==> src/pivm_pkg.sv <==
/*
  Shared constants and types for the peripheral interrupt vector map.
  Assumes one device clock and a synchronous active-low reset.
*/
package pivm_pkg;
  localparam int NUM_VECTORS = 26;
  localparam int VEC_WIDTH = 5;
  localparam logic [4:0] VEC_RESET = 5'h00;
  localparam logic [4:0] VEC_NMI = 5'h01;
  localparam logic [4:0] VEC_VLM = 5'h02;
  localparam logic [4:0] VEC_PORT = 5'h03;
  localparam logic [4:0] VEC_RTC_COUNT_IRQ = 5'h06;
  localparam logic [4:0] VEC_PERIODIC_TIMER_IRQ = 5'h07;
  localparam logic [4:0] VEC_TA_OVF = 5'h08;
  localparam logic [4:0] VEC_TA_HUNF = 5'h09;
  localparam logic [4:0] VEC_TA_CMP0 = 5'h0a;
  localparam logic [4:0] VEC_TA_CMP1 = 5'h0b;
  localparam logic [4:0] VEC_TA_CMP2 = 5'h0c;
  localparam logic [4:0] VEC_TB = 5'h0d;
  localparam logic [4:0] VEC_TD_OVF = 5'h0e;
  localparam logic [4:0] VEC_TD_TRIG = 5'h0f;
  localparam logic [4:0] VEC_AC = 5'h10;
  localparam logic [4:0] VEC_ADC_RES = 5'h11;
  localparam logic [4:0] VEC_ADC_WIN = 5'h12;
  localparam logic [4:0] VEC_TWI_T = 5'h13;
  localparam logic [4:0] VEC_TWI_C = 5'h14;
  localparam logic [4:0] VEC_SPI = 5'h15;
  localparam logic [4:0] VEC_RXC = 5'h16;
  localparam logic [4:0] VEC_DRE = 5'h17;
  localparam logic [4:0] VEC_TXC = 5'h18;
  localparam logic [4:0] VEC_NVM = 5'h19;
  localparam logic [25:0] FLAGS_RESET = 26'h0000000;
  localparam logic [25:0] ENABLE_RESET = 26'h0000000;

  // Per-source events, software writes and the per-source view.
  typedef struct packed {
    logic checksum_scan_nmi;
    logic voltage_level_monitor_irq;
    logic port_pin_change_irq;
    logic rtc_count_irq;
    logic periodic_timer_irq;
    logic timer_a_overflow_irq;
    logic timer_a_low_underflow_irq;
    logic timer_a_high_underflow_irq;
    logic timer_a_compare0_irq;
    logic timer_a_compare1_irq;
    logic timer_a_compare2_irq;
    logic timer_b_irq;
    logic timer_d_overflow_irq;
    logic timer_d_trigger_irq;
    logic comparator_irq;
    logic converter_result_ready_irq;
    logic converter_window_irq;
    logic two_wire_target_irq;
    logic two_wire_controller_irq;
    logic spi_irq;
    logic serial_rx_complete_irq;
    logic serial_data_empty_irq;
    logic serial_tx_complete_irq;
    logic nvm_ready_irq;
  } pivm_event_type;

  typedef struct packed {
    logic valid;
    logic nmi;
    logic [4:0] vector;
  } pivm_cpu_req_type;
endpackage : pivm_pkg

==> src/pivm_prio_enc.sv <==
/*
  Lowest-index-first priority encoder over the vector request lines.
  Assumes a combinational caller that registers the result.
*/
`timescale 1ns/1ps
module pivm_prio_enc #(
  parameter int WIDTH = 26,
  parameter int IDX_W = 5
) (
  input wire logic [WIDTH-1:0] req,
  output logic any,
  output logic [IDX_W-1:0] index
);
  always_comb
  begin
    any = 1'b0;
    index = '0;
    for (int i = WIDTH - 1; i >= 0; i--)
    begin
      if (req[i])
      begin
        any = 1'b1;
        index = IDX_W'(i);
      end
    end
  end
endmodule : pivm_prio_enc

==> src/pivm_vector_map.sv <==
/*
  Peripheral interrupt vector map: per-source flags and enables, request
  generation, global gating and lowest-vector selection for the CPU.
  Assumes all inputs are synchronous to clk and that software clears
  flags by writing ones before returning from service.
*/
// Functional notes
// - There are 26 vectors; each but 0 (reset) and the unused 4 and 5 is owned by one peripheral instance fed by one or more sources.
// - A source event sets that source's flag bit in the flags register.
// - Each source has an enable bit in the control register that software writes.
// - A source requests exactly while its enable bit and its flag bit are both set.
// - A request stays up while its flag and enable are both set and falls once either is cleared.
// - Nothing but the non-maskable vector 1 reaches the CPU unless the global interrupt enable is set.
// - Vector 0 is reset and vector 1 is the checksum scan non-maskable interrupt.
// - Vector 2 is the voltage level monitor and vector 3 the port pin change.
// - Vector 6 is the counter count and vector 7 the periodic timer.
// - Timer A uses 8 for overflow or low underflow, 9 for high underflow, 10 to 12 for compares.
// - Vector 13 is timer B, 14 timer D overflow and 15 timer D trigger.
// - Vector 16 is the comparator, 17 converter result ready and 18 converter window.
// - Vector 19 is two-wire target, 20 two-wire controller and 21 SPI.
// - Vectors 22, 23 and 24 are serial receive complete, data empty and transmit complete.
// - Vector 25 is the non-volatile memory controller.
`timescale 1ns/1ps
module pivm_vector_map #(
  parameter int NUM_VEC = 26
) (
  input wire logic clk,
  input wire logic reset_n,
  input wire pivm_pkg::pivm_event_type source_event,
  input wire pivm_pkg::pivm_event_type flag_clear_write,
  input wire pivm_pkg::pivm_event_type enable_write_strobe,
  input wire pivm_pkg::pivm_event_type enable_write_data,
  input wire logic global_irq_enable,
  output pivm_pkg::pivm_event_type irq_flags_reg,
  output pivm_pkg::pivm_event_type irq_control_reg,
  output pivm_pkg::pivm_event_type source_request,
  output logic [NUM_VEC-1:0] vector_request,
  output pivm_pkg::pivm_cpu_req_type cpu_request_reg
);
  import pivm_pkg::*;

  localparam int NSRC = $bits(pivm_event_type);

  logic [NSRC-1:0] flags_reg;
  logic [NSRC-1:0] flags_next;
  logic [NSRC-1:0] enable_reg;
  logic [NSRC-1:0] enable_next;
  logic [NSRC-1:0] set_v;
  logic [NSRC-1:0] clr_v;
  logic [NSRC-1:0] wstb_v;
  logic [NSRC-1:0] wdat_v;
  logic [NSRC-1:0] req_v;
  pivm_event_type req_s;
  pivm_cpu_req_type cpu_request_next;
  logic [NUM_VEC-1:0] maskable_req;
  logic any_maskable;
  logic [VEC_WIDTH-1:0] maskable_index;

  assign set_v = source_event;
  assign clr_v = flag_clear_write;
  assign wstb_v = enable_write_strobe;
  assign wdat_v = enable_write_data;

  // Flags and enables share one bit-wise update so every source behaves alike.
  generate
    for (genvar i = 0; i < NSRC; i++)
    begin : g_src
      always_comb
      begin
        // A new event in the clearing cycle wins, so no event is lost.
        flags_next[i] = set_v[i] | (flags_reg[i] & ~clr_v[i]);
        enable_next[i] = wstb_v[i] ? wdat_v[i] : enable_reg[i];
        req_v[i] = flags_reg[i] & enable_reg[i];
      end
    end
  endgenerate

  always_ff @(posedge clk)
  begin
    if (!reset_n)
    begin
      flags_reg <= FLAGS_RESET[NSRC-1:0];
      enable_reg <= ENABLE_RESET[NSRC-1:0];
    end
    else
    begin
      flags_reg <= flags_next;
      enable_reg <= enable_next;
    end
  end

  assign req_s = req_v;
  assign irq_flags_reg = flags_reg;
  assign irq_control_reg = enable_reg;
  assign source_request = req_s;

  // Timer A overflow and low underflow merge onto vector 8; every other source has a vector of its own.
  always_comb
  begin
    vector_request = '0;
    vector_request[VEC_NMI] = req_s.checksum_scan_nmi;
    vector_request[VEC_VLM] = req_s.voltage_level_monitor_irq;
    vector_request[VEC_PORT] = req_s.port_pin_change_irq;
    vector_request[VEC_RTC_COUNT_IRQ] = req_s.rtc_count_irq;
    vector_request[VEC_PERIODIC_TIMER_IRQ] = req_s.periodic_timer_irq;
    vector_request[VEC_TA_OVF] = req_s.timer_a_overflow_irq
                               | req_s.timer_a_low_underflow_irq;
    vector_request[VEC_TA_HUNF] = req_s.timer_a_high_underflow_irq;
    vector_request[VEC_TA_CMP0] = req_s.timer_a_compare0_irq;
    vector_request[VEC_TA_CMP1] = req_s.timer_a_compare1_irq;
    vector_request[VEC_TA_CMP2] = req_s.timer_a_compare2_irq;
    vector_request[VEC_TB] = req_s.timer_b_irq;
    vector_request[VEC_TD_OVF] = req_s.timer_d_overflow_irq;
    vector_request[VEC_TD_TRIG] = req_s.timer_d_trigger_irq;
    vector_request[VEC_AC] = req_s.comparator_irq;
    vector_request[VEC_ADC_RES] = req_s.converter_result_ready_irq;
    vector_request[VEC_ADC_WIN] = req_s.converter_window_irq;
    vector_request[VEC_TWI_T] = req_s.two_wire_target_irq;
    vector_request[VEC_TWI_C] = req_s.two_wire_controller_irq;
    vector_request[VEC_SPI] = req_s.spi_irq;
    vector_request[VEC_RXC] = req_s.serial_rx_complete_irq;
    vector_request[VEC_DRE] = req_s.serial_data_empty_irq;
    vector_request[VEC_TXC] = req_s.serial_tx_complete_irq;
    vector_request[VEC_NVM] = req_s.nvm_ready_irq;
  end

  // Vector 0 is reset, never an interrupt request, so it stays low here.
  always_comb
  begin
    maskable_req = vector_request;
    maskable_req[VEC_RESET] = 1'b0;
    maskable_req[VEC_NMI] = 1'b0;
  end

  pivm_prio_enc #(
    .WIDTH(NUM_VEC),
    .IDX_W(VEC_WIDTH)
  ) u_prio (
    .req(maskable_req),
    .any(any_maskable),
    .index(maskable_index)
  );

  always_comb
  begin
    cpu_request_next.valid = 1'b0;
    cpu_request_next.nmi = 1'b0;
    cpu_request_next.vector = VEC_RESET;
    if (vector_request[VEC_NMI])
    begin
      // The non-maskable vector is the lowest after reset and ignores the global enable.
      cpu_request_next.valid = 1'b1;
      cpu_request_next.nmi = 1'b1;
      cpu_request_next.vector = VEC_NMI;
    end
    else if (global_irq_enable && any_maskable)
    begin
      cpu_request_next.valid = 1'b1;
      cpu_request_next.vector = maskable_index;
    end
  end

  always_ff @(posedge clk)
  begin
    if (!reset_n)
    begin
      cpu_request_reg <= '0;
    end
    else
    begin
      cpu_request_reg <= cpu_request_next;
    end
  end
endmodule : pivm_vector_map

==> config.mk <==
export PLATFORM = sky130hd
export DESIGN_NAME = pivm_vector_map
export DESIGN_NICKNAME = d
export VERILOG_FILES = /design/src/pivm_pkg.sv /design/src/pivm_prio_enc.sv /design/src/pivm_vector_map.sv
export SDC_FILE = /design/constraint.sdc
export NUM_CORES = 1
export LEC_CHECK = 0
export BUFFER_PORTS_ARGS = -buffer_cell sky130_fd_sc_hd__buf_2
export CELL_PAD_IN_SITES_DETAIL_PLACEMENT = 0
export CELL_PAD_IN_SITES_GLOBAL_PLACEMENT = 1
export CORE_MARGIN = 4
export CORE_UTILIZATION = 26
export CTS_CLUSTER_DIAMETER = 200
export DETAILED_ROUTE_END_ITERATION = 16
export GPL_ROUTABILITY_DRIVEN = 0
export GPL_TIMING_DRIVEN = 0
export PLACE_DENSITY = 0.89
export SYNTH_ARGS = -nofsm -noshare
export SYNTH_HDL_FRONTEND = slang
export SYNTH_SLANG_ARGS = --single-unit
==> constraint.sdc <==
create_clock -name clk -period 2 [get_ports clk]
set_input_delay 0.6 -clock clk [delete_from_list [all_inputs] [get_ports clk]]
set_output_delay 0.6 -clock clk [all_outputs]
set_load 0.005 [all_outputs]
Yosys cells after proc, flatten, opt, wreduce, memory -nomap -nowiden
Cells that the tools add are included.
{"block": "word_totals", "regBits": 55, "word_cells": 185, "out_inout_bits": 105, "inputBits": 99}
{"block": "op_classes", "n_mux": 49, "bitwise": 99, "n_reduce_logical": 5}
{"op": "$mux W5", "count": 10}
{"op": "$and A1 B1 Y1", "count": 48}
{"op": "$mux W4", "count": 8}
{"op": "$mux W1", "count": 27}
{"op": "$not A1 Y1", "count": 26}
{"op": "$or A1 B1 Y1", "count": 25}
{"op": "$reduce_or A15 Y1", "count": 1}
{"op": "$reduce_or A7 Y1", "count": 1}
{"op": "$mux W3", "count": 2}
{"op": "$reduce_or A5 Y1", "count": 1}
{"op": "$mux W2", "count": 2}
{"op": "$reduce_or A3 Y1", "count": 1}
{"op": "$logic_and A1 B1 Y1", "count": 1}

Longest topological paths before layout
Gate-level depths: netlist of the first run.
{"block": "logic_depth", "ltp_word": 26, "mapped_depth": 6, "depth_no_buf": 6}

Cells and area by module
A second synthesis of the first run with hierarchy kept.
{"block": "hier_totals", "hier_cells": 278, "area_unflattened_um2": 2593.7}
{"mod": "pivm_vector_map", "seq_area_each_um2": 1101.1, "instances": 1, "area_each_um2": 2288.4, "cells_each": 222}
{"mod": "pivm_prio_enc", "seq_area_each_um2": 0.0, "instances": 1, "area_each_um2": 305.3, "cells_each": 56}

Worst setup path before layout of the first run
No wires, ideal clock.
{"block": "synth_timing", "path_kind": "reg2reg", "start": "reg flags_reg[9] (netlist: irq_flags_reg[9])", "end": "reg cpu_request_reg[2] (netlist name)", "slack_ps": 279, "path_buffers": 0, "t_arrival_ps": 1598, "path_stages_with_launch": 6, "cell_sequence": "dfxtp_1 > a22o_1 > or4_4 > o41ai_2 > or2_2 > nor4_1"}
{"block": "synth_via", "elab_chain_len": 17, "word_cells_on_any_way": 28, "cone_classes": "mux (24); bitwise (2); reduce/logical (2)"}
{"item": "start, declared", "line": "pivm_vector_map.sv:44", "text": "logic [NSRC-1:0] flags_reg;"}
{"item": "start signal, assigned", "line": "pivm_vector_map.sv:82", "text": "flags_reg <= FLAGS_RESET[NSRC-1:0];"}
{"item": "start signal, assigned", "line": "pivm_vector_map.sv:87", "text": "flags_reg <= flags_next;"}
{"item": "$and A1 B1 Y1 *", "line": "pivm_vector_map.sv:73", "text": "req_v[i] = flags_reg[i] & enable_reg[i];"}
{"item": "$mux W1 (13 in a row)", "line": "pivm_prio_enc.sv:20", "text": "if (req[i])"}
{"item": "$logic_and A1 B1 Y1", "line": "pivm_vector_map.sv:156", "text": "else if (global_irq_enable && any_maskable)"}
{"item": "$not A1 Y1 (no line)"}
{"item": "$reduce_or A5 Y1 (no line)"}
{"item": "end signal, assigned", "line": "pivm_vector_map.sv:171", "text": "cpu_request_reg <= cpu_request_next;"}
{"item": "end, declared", "line": "pivm_vector_map.sv:38", "text": "output pivm_pkg::pivm_cpu_req_type cpu_request_reg"}
Every way passes the cells marked *; elsewhere a longest branch is shown, timed or not.
A chain may end at the register's enable or synchronous reset.

Worst setup path in the final report of the first run
{"block": "layout_timing", "start": "reg enable_reg[17] (netlist: irq_control_reg[17])", "end": "out vector_request[8]"}
{"block": "layout_via", "elab_chain_len": 2}
{"item": "start, declared", "line": "pivm_vector_map.sv:46", "text": "logic [NSRC-1:0] enable_reg;"}
{"item": "start signal, assigned", "line": "pivm_vector_map.sv:83", "text": "enable_reg <= ENABLE_RESET[NSRC-1:0];"}
{"item": "start signal, assigned", "line": "pivm_vector_map.sv:88", "text": "enable_reg <= enable_next;"}
{"item": "$and A1 B1 Y1", "line": "pivm_vector_map.sv:73"}
{"item": "$or A1 B1 Y1", "line": "pivm_vector_map.sv:107", "text": "| req_s.timer_a_low_underflow_irq;"}
{"item": "end, declared", "line": "pivm_vector_map.sv:37", "text": "output logic [NUM_VEC-1:0] vector_request,"}
No other way between the ends.

==> impl_metrics.tcl, run 1 <==
set metrics [dict create \
    grt_pass1_wl_um 12500 \
    yosysTopAreaCell "dfxtp_1" \
    synthSimpleGateAreaFrac_pct 21.1 \
    fillerInstances 999 \
    io_buffers 200 \
    slowest_stage "dfxtp_1" \
    yosys_warnings 0 \
    fmaxAchievable_mhz 532 \
    ys_top_cells_by_area "dfxtp_1, nor2b_1, mux2i_1" \
    grt_max_degree 17 \
    drt_iter0_drc 46 \
    path_class "flip-flop to output pin" \
    final_cell_mix "buf_2, dfxtp_1, nor2b_1" \
    clk_latency_ns 0.30 \
    h-tree-depth 2 \
    worst_slew_pin_slew_ns 0.550 \
    pin_count 204 \
    initial_core_util_pct 27.0 \
    hold_depth 2 \
    drt-total-wl_um 8440 \
    final_common_cell "buf_2" \
    status "finished, final reports clean" \
    cp_slowest_stage_delay_ns 0.36 \
    wire_per_inst_um 13.9 \
    ys_types 33 \
    seq_area_mm2 0.00110 \
    die_h_um 106 \
    rr_worst_depth 5 \
    dp_hpwl_um 7160 \
    drcViolationCount 0 \
    critPathMaxFanout 4 \
    synth_top_area_share_pct 43.7 \
    num_rows 35 \
    finalHoldViolations 0 \
    cp-end-kind "output pin" \
    hp-class "primary input to flip-flop" \
    period_needed_ns 1.88 \
    clk_pin_slew_ns 0.10 \
    power_density_mw_per_mm2 614 \
    synth-xor-area-share_pct 0 \
    synthAdderAreaFrac_pct 0 \
    vias 2612 \
    grt_pass1_vias 2560 \
    diodes 0 \
    arrival_ns 1.28 \
    antenna_found_initial 0 \
    grt_overflow 0 \
    drt.antenna.violating_nets 0 \
    drv_cap 0 \
    first_pass_iters 4 \
    numCtsBuffers 5 \
    slew_viol_final 0 \
    syn2layout_area_growth_pct 51.6 \
    placed_area_mm2 0.00369 \
    p_leak_nw 2.17 \
    syn_inst 265 \
    syn_area_per_cell_um2 9.51 \
    core_region_area_mm2 0.00933 \
    cts.sinks 55 \
    ir_worst_vdd_uv 275 \
    fin_area_mm2 0.00382 \
    mappedNetlistArea_mm2 0.00252 \
    root_buffer "clkbuf_8" \
    setup_violations 0 \
    fin_nets 575 \
    cts_buffer_depth 2 \
    slew_headroom_pct 63.3 \
    worst_clock_skew_ns 0.00497 \
    multi_input_area_mm2 0.00118 \
    drive_above_1_share_pct 50.5 \
    fin_crit_sh_pct 93.9 \
    critPathRequiredTime_ns 1.40 \
    cp_cell_sequence "and2_1 > or2_2 > buf_2" \
    via_per_inst 4.31 \
    ys_seq_area_share_pct 43.7 \
    cts_tree "yes" \
    synth_compound_area_share_pct 15.2 \
    synthMuxAreaShare_pct 9.53 \
    finalPower_mw 2.35 \
    synth-seq-cells 55 \
    die-area_mm2 0.0113 \
    synth_top_family_by_area "simple AND/OR/NAND/NOR gates" \
    rsz0062_at_grt "false" \
    fp.dieW_um 106 \
    grt_util_all_layers_pct 13.7 \
    start_kind "flip-flop" \
]
-- per-stage QoR --
stage	utilization [%]	setup WS (ns)	hold WS, ns	instances	TNS [ns]
after CTS	40.8	0.0406	0.487	605	0
final	41.0	0.121	0.497	606	0
after detailed placement	39.6	-0.0269	0.529	596	-0.0485
after global routing	41.0	0.000577	0.486	606	0
after floorplan	-	0.279	0.520	267	0
after global placement	39.6	-0.0254	0.516	596	-0.0545
-- worst max-delay path, delay by kind of cell, from the launching register on --
kind                   cells  cell delay [ns]
and+or+nand+nor            2             0.47
DFF                        1             0.36
buffers and inverters      1             0.14
-- cells in the mapped netlist (all sizes together) --
cell      n
dfxtp    55
nor2b    48
buf      26
o21a     25
mux2i    24
and2     15
nand2    14
inv      12
clkbuf    5
a22o      4
a31oi     4
nor2      4
a21oi     3
a22oi     3
nand4     2
nor3      2
nor4      2
o41ai     2
or2       2
a2111oi   1
a211o     1
a21o      1
a222oi    1
a311oi    1
conb      1
nand3     1
o21ai     1
o221a     1
o22ai     1
o31ai     1
or3       1
or4       1
-- power by group --
group / leakage (nW) / internal [mW] / switching, mW
combinational: 1.66 / 0.260 / 0.195
clock: 0.0505 / 0.316 / 0.355
sequential: 0.456 / 1.16 / 0.0567
total: 2.17 / 1.74 / 0.607
-- metal layers --
metal | GRT usage [%] | part of all wire (%) | vias up
met1 | 15.7 | 39 | 1212
met3 | 3.34 | 8.0 | 4
li1 | - | - | 1289
met4 | 2.47 | 0.50 | 0
met2 | 25.9 | 52 | 107
met5 | 0 | 0 | -
-- layout make-up --
class	count	share of cell area, %
well taps	129	4.23
repair buffers	202	26.6
multi-input cells	169	30.9
clock buffers	7	2.52
flip-flops and latches	55	28.8
plain buffers	31	5.60
inverters	12	1.18
clock inverters	1	0.197
-- logic make-up after synthesis --
kind of cell | after synthesis
other cells | 1
simple gates | 92
compound gates | 50
flops | 55
mux | 24
buf+inv | 43
-- path summary, 6_finish.rpt --
path / to / startpoint / slack (ns)
hold reg to reg: irq_control_reg[23] / irq_control_reg[23] / 0.54
setup reg to reg: cpu_request_reg[2] / irq_flags_reg[9] / 0.15
hold / removal: irq_flags_reg[17] / source_event[17] / 0.50
setup / recovery: vector_request[8] / irq_control_reg[17] / 0.12
-- timing repair --
item / CTS / global route
buffers inserted: 1 / 1
endpoints found under the setup margin: 4 / 4
pin swaps: 2 / 1
hold buffers: 0 / 0
resized for setup: 0 / 1
Note: power is estimated with default switching activity, not from simulation.
==> inputs of run 2 (changes only) <==
==> constraint.sdc (replaced) <==
create_clock -name clk -period 2 [get_ports clk]
set_input_delay 0 -clock clk [delete_from_list [all_inputs] [get_ports clk]]
set_output_delay 0 -clock clk [all_outputs]
set_load 0.005 [all_outputs]
==> impl_metrics.tcl, run 2 (synthesis gave the netlist of run 1 again) <==
set metrics [dict create \
    via_per_inst 4.33 \
    path_class "flip-flop to flip-flop" \
    critPathRequiredTime_ns 2.19 \
    grt_pass1_wl_um 14900 \
    grt_overflow 0 \
    dp_hpwl_um 7160 \
    numCtsBuffers 5 \
    worst_slew_pin_slew_ns 0.566 \
    grt_util_all_layers_pct 16.4 \
    drcViolationCount 0 \
    cp_cell_sequence "a22o_1 > or4_4 > o41ai_4 > or2_2 > nor4_1" \
    min-delay-start "flag_clear_write[13]" \
    drt-total-wl_um 9810 \
    cp-end-kind "flip-flop" \
    io_buffers 200 \
    worst_clock_skew_ns 0.00678 \
    status "finished, final reports clean" \
    hp-class "primary input to flip-flop" \
    slowest_stage "or4_4" \
    ir_worst_vdd_uv 286 \
    fp.dieW_um 106 \
    drt_iter0_drc 84 \
    final_common_cell "buf_2" \
    p_leak_nw 2.53 \
    cts.sinks 55 \
    root_buffer "clkbuf_8" \
    cts_buffer_depth 2 \
    drv_cap 0 \
    antenna_found_initial 0 \
    fin_crit_sh_pct 92.8 \
    core_region_area_mm2 0.00933 \
    grt_max_degree 17 \
    pre_cts_ws_ns -0.0269 \
    power_density_mw_per_mm2 535 \
    clk_latency_ns 0.30 \
    slew_viol_final 0 \
    fmaxAchievable_mhz 539 \
    crit_buf_inv 0 \
    slew_headroom_pct 62.2 \
    cts_tree "yes" \
    vias 3007 \
    pin_count 204 \
    period_needed_ns 1.86 \
    arrival_ns 2.04 \
    critPathMaxFanout 4 \
    die-area_mm2 0.0113 \
    diodes 0 \
    die_h_um 106 \
    drive_above_1_share_pct 42.7 \
    initial_core_util_pct 27.0 \
    worstReg2RegStart "irq_flags_reg[9]" \
    finalWorstSetupSlack_ns 0.145 \
    final_cell_mix "buf_2, dlygate4sd3_1, dfxtp_1" \
    critPathLaunch "irq_flags_reg[9]" \
    num_rows 35 \
    grt_pass1_vias 3089 \
    clk_pin_slew_ns 0.10 \
    rsz0062_at_grt "false" \
    crit_family "simple AND/OR/NAND/NOR gates" \
    finalPower_mw 2.52 \
    drt.antenna.violating_nets 0 \
    syn2layout_area_growth_pct 86.5 \
    finalHoldViolations 0 \
    first_pass_iters 6 \
    h-tree-depth 2 \
    fin_nets 663 \
    wire_per_inst_um 14.1 \
    setup_violations 0 \
    cp_slowest_stage_delay_ns 0.59 \
    start_kind "flip-flop" \
]
==> run 2: changes by cell type in the layout (fill, tap and decap cells not counted) <==
cell	change
dlygate4sd3_1	+88
==> run 2: cell type report <==
cell class	count	area [um^2]
Fill cell	904	4630
Clock buffer	7	96.3
Timing Repair Buffer	290	1900
Multi-Input combinational cell	169	1180
Inverter	12	45.0
Buffer	31	214
Sequential cell	55	1100
Clock inverter	1	7.51
Tap cell	129	161
==> run 2: tightest hold or removal path, cell delays in order <==
cell     delay (ns)
buf_2          0.08
nor2b_1        0.03
o21a_1         0.16
==> run 2: worst paths after layout <==
path	endpoint	slack (ns)	cells after the start
max	cpu_request_reg[2]	0.14	5
min	irq_flags_reg[13]	0.004	3
max reg2reg	cpu_request_reg[2]	0.14	5
min reg2reg	irq_control_reg[17]	0.63	2
==> run 2: stage by stage <==
step	hold WS [ns]	utilization (%)	instances	area (um^2)	setup TNS, ns
after global routing	0.00549	50.4	694	4700	0
after global placement	0.210	39.6	596	3690	-0.0545
after CTS	0.000609	50.2	693	4680	0
final	0.00368	50.4	694	4700	0
after floorplan	0.124	-	267	2530	0
after detailed placement	0.213	39.6	596	3690	-0.0485
==> run 2: repair_timing <==
action	4_1_cts	5_1_grt
pin swaps	2	1
hold buffers	88	0
endpoints found under the hold margin	48	0
cloned	0	0
buffers inserted	1	1
endpoints found under the setup margin	4	4
resized for setup	0	1
==> run 2: power breakdown <==
part	switching, mW	total (mW)	leakage, nW	internal (mW)
clock	0.358	0.674	0.0505	0.316
sequential	0.0579	1.22	0.456	1.16
combinational	0.227	0.620	2.03	0.393
==> run 2: layer usage <==
metal	global-route usage [%]	routed length, um	vias up
met1	17.4	3680	1404
met3	3.40	627	16
met4	3.84	165	0
met5	0	0	-
met2	32.8	5340	121
li1	-	-	1466
==> inputs of run 3 (changes only) <==
CELL_PAD_IN_SITES_DETAIL_PLACEMENT = not set   (was 0)
CELL_PAD_IN_SITES_GLOBAL_PLACEMENT = not set   (was 1)
CORE_UTILIZATION = 35   (was 26)
PLACE_DENSITY = 0.86   (was 0.89)
clock period = 1.6 ns   (was 2 ns; I/O delays follow)
==> impl_metrics.tcl, run 3 (synthesis gave the netlist of run 1 again) <==
set metrics [dict create \
    cts.sinks 55 \
    violations "hold timing, setup timing" \
    pin_count 204 \
    diodes 0 \
    critPathLaunch "irq_flags_reg[5]" \
    arrival_ns 2.05 \
    worst_clock_skew_ns 0.00579 \
    path_class "flip-flop to flip-flop" \
    routed.top_layer "met4" \
    antenna_found_initial 0 \
    start_kind "flip-flop" \
    via_per_inst 4.63 \
    final_cell_mix "buf_2, dlygate4sd3_1, nor2b_1" \
    slew_headroom_pct 63.0 \
    finalHoldViolations 2 \
    slew_viol_final 0 \
    grt_pass1_vias 3319 \
    drv_cap 0 \
    core_region_area_mm2 0.00691 \
    grt_pass1_wl_um 15500 \
    final_common_cell "buf_2" \
    die-area_mm2 0.00862 \
    grt_util_all_layers_pct 22.9 \
    power_density_mw_per_mm2 670 \
    p_leak_nw 2.59 \
    fin_crit_sh_pct 117 \
    wl_met3_um 621 \
    fmaxAchievable_mhz 536 \
    fillerInstances 564 \
    io_buffers 200 \
    h-tree-depth 2 \
    multi_input_area_mm2 0.00119 \
    root_buffer "clkbuf_8" \
    met1Wirelength_um 3760 \
    wl_met2_um 5910 \
    setup_violations 6 \
    hp-class "primary input to flip-flop" \
    finalCoreUtilization_pct 68.8 \
    dp_hpwl_um 7020 \
    finalWorstSetupSlack_ns -0.265 \
    whs_ns -0.00226 \
    drt.antenna.violating_nets 0 \
    cts_tree "yes" \
    min-delay-start "enable_write_strobe[13]" \
    fp.dieW_um 92.9 \
    numCtsBuffers 5 \
    finalPower_mw 3.18 \
    placed_area_mm2 0.00366 \
    r2r_setup_slack_ns -0.26 \
    fin_nets 672 \
    vias 3100 \
    cp-end-kind "flip-flop" \
    grt_max_degree 16 \
    drive_above_1_share_pct 45.8 \
    status "complete, but fails checks" \
    cts_buffer_depth 2 \
    seq_area_mm2 0.00111 \
    num_rows 30 \
    critPathRequiredTime_ns 1.78 \
    drcViolationCount 0 \
    initial_core_util_pct 36.5 \
    die_h_um 92.9 \
    drt_iter0_drc 58 \
    first_pass_iters 4 \
    clk_latency_ns 0.30 \
    wire_per_inst_um 15.7 \
    critPathMaxFanout 4 \
    fin_area_mm2 0.00475 \
    pre_cts_ws_ns -0.360 \
    worstReg2RegStart "irq_flags_reg[5]" \
    grt_overflow 0 \
    ir_worst_vdd_uv 363 \
    drt-total-wl_um 10500 \
    period_needed_ns 1.86 \
    rsz0062_at_grt "true" \
    syn2layout_area_growth_pct 88.4 \
    worst_slew_pin_slew_ns 0.548 \
    clk_pin_slew_ns 0.10 \
]
-- run 3: cell count changes in the layout (fill, tap and decap cells not counted), moves of 2 or more --
cell / previous run / this run
clkbuf_2: 0 / 2
buf_4: 28 / 38
dfxtp_2: 0 / 9
dfxtp_1: 55 / 46
-- run 3: path summary, 6_finish.rpt --
kind / endpoint / depth (start not counted)
hold / removal: irq_control_reg[13] / 3
setup / recovery: cpu_request_reg[4] / 5
setup reg to reg: cpu_request_reg[4] / 5
hold reg to reg: irq_control_reg[4] / 2
-- run 3: where the power goes --
part	leakage (nW)	total [mW]	internal, mW	switching (mW)
clock	0.0515	0.832	0.396	0.436
combinational	2.08	0.823	0.513	0.310
sequential	0.459	1.53	1.46	0.0681
-- run 3: metal layers --
| layer | GRT usage (%) | up-vias |
|---|---|---|
| met2 | 46.1 | 137 |
| li1 | - | 1484 |
| met3 | 5.12 | 19 |
| met1 | 22.8 | 1460 |
| met4 | 6.84 | 0 |
| met5 | 0 | - |
-- run 3: critical path: stages, from the launching register on --
cell and delay [ns]:
dfxtp_2 0.33, a22o_1 0.24, or4_4 0.56, o41ai_4 0.35, or2_4 0.22, nor4_1 0.05
-- run 3: timing repair --
action,in CTS,in global routing
setup endpoints to repair,6,12
hold buffers,84,3
pin swaps,9,5
buffers inserted,8,4
endpoints found under the hold margin,48,3
resized for setup,9,5
-- run 3: final cells by class --
class,instances,share of cell area [%]
inverters,12,0.949
multi-input cells,169,25.1
flip-flops and latches,55,23.4
repair buffers,299,41.3
clock buffers,8,2.11
well taps,96,2.53
plain buffers,31,4.56
-- run 3: per-stage QoR --
stage / cells / TNS (ns) / hold slack (ns)
2_1_floorplan: 267 / -0.466 / 0.124
6_report: 670 / -1.34 / -0.00226
4_1_cts: 663 / -1.34 / 0.0000186
3_5_place_dp: 563 / -1.84 / 0.213
5_1_grt: 670 / -1.80 / 0.00444
3_3_place_gp: 563 / -1.94 / 0.208
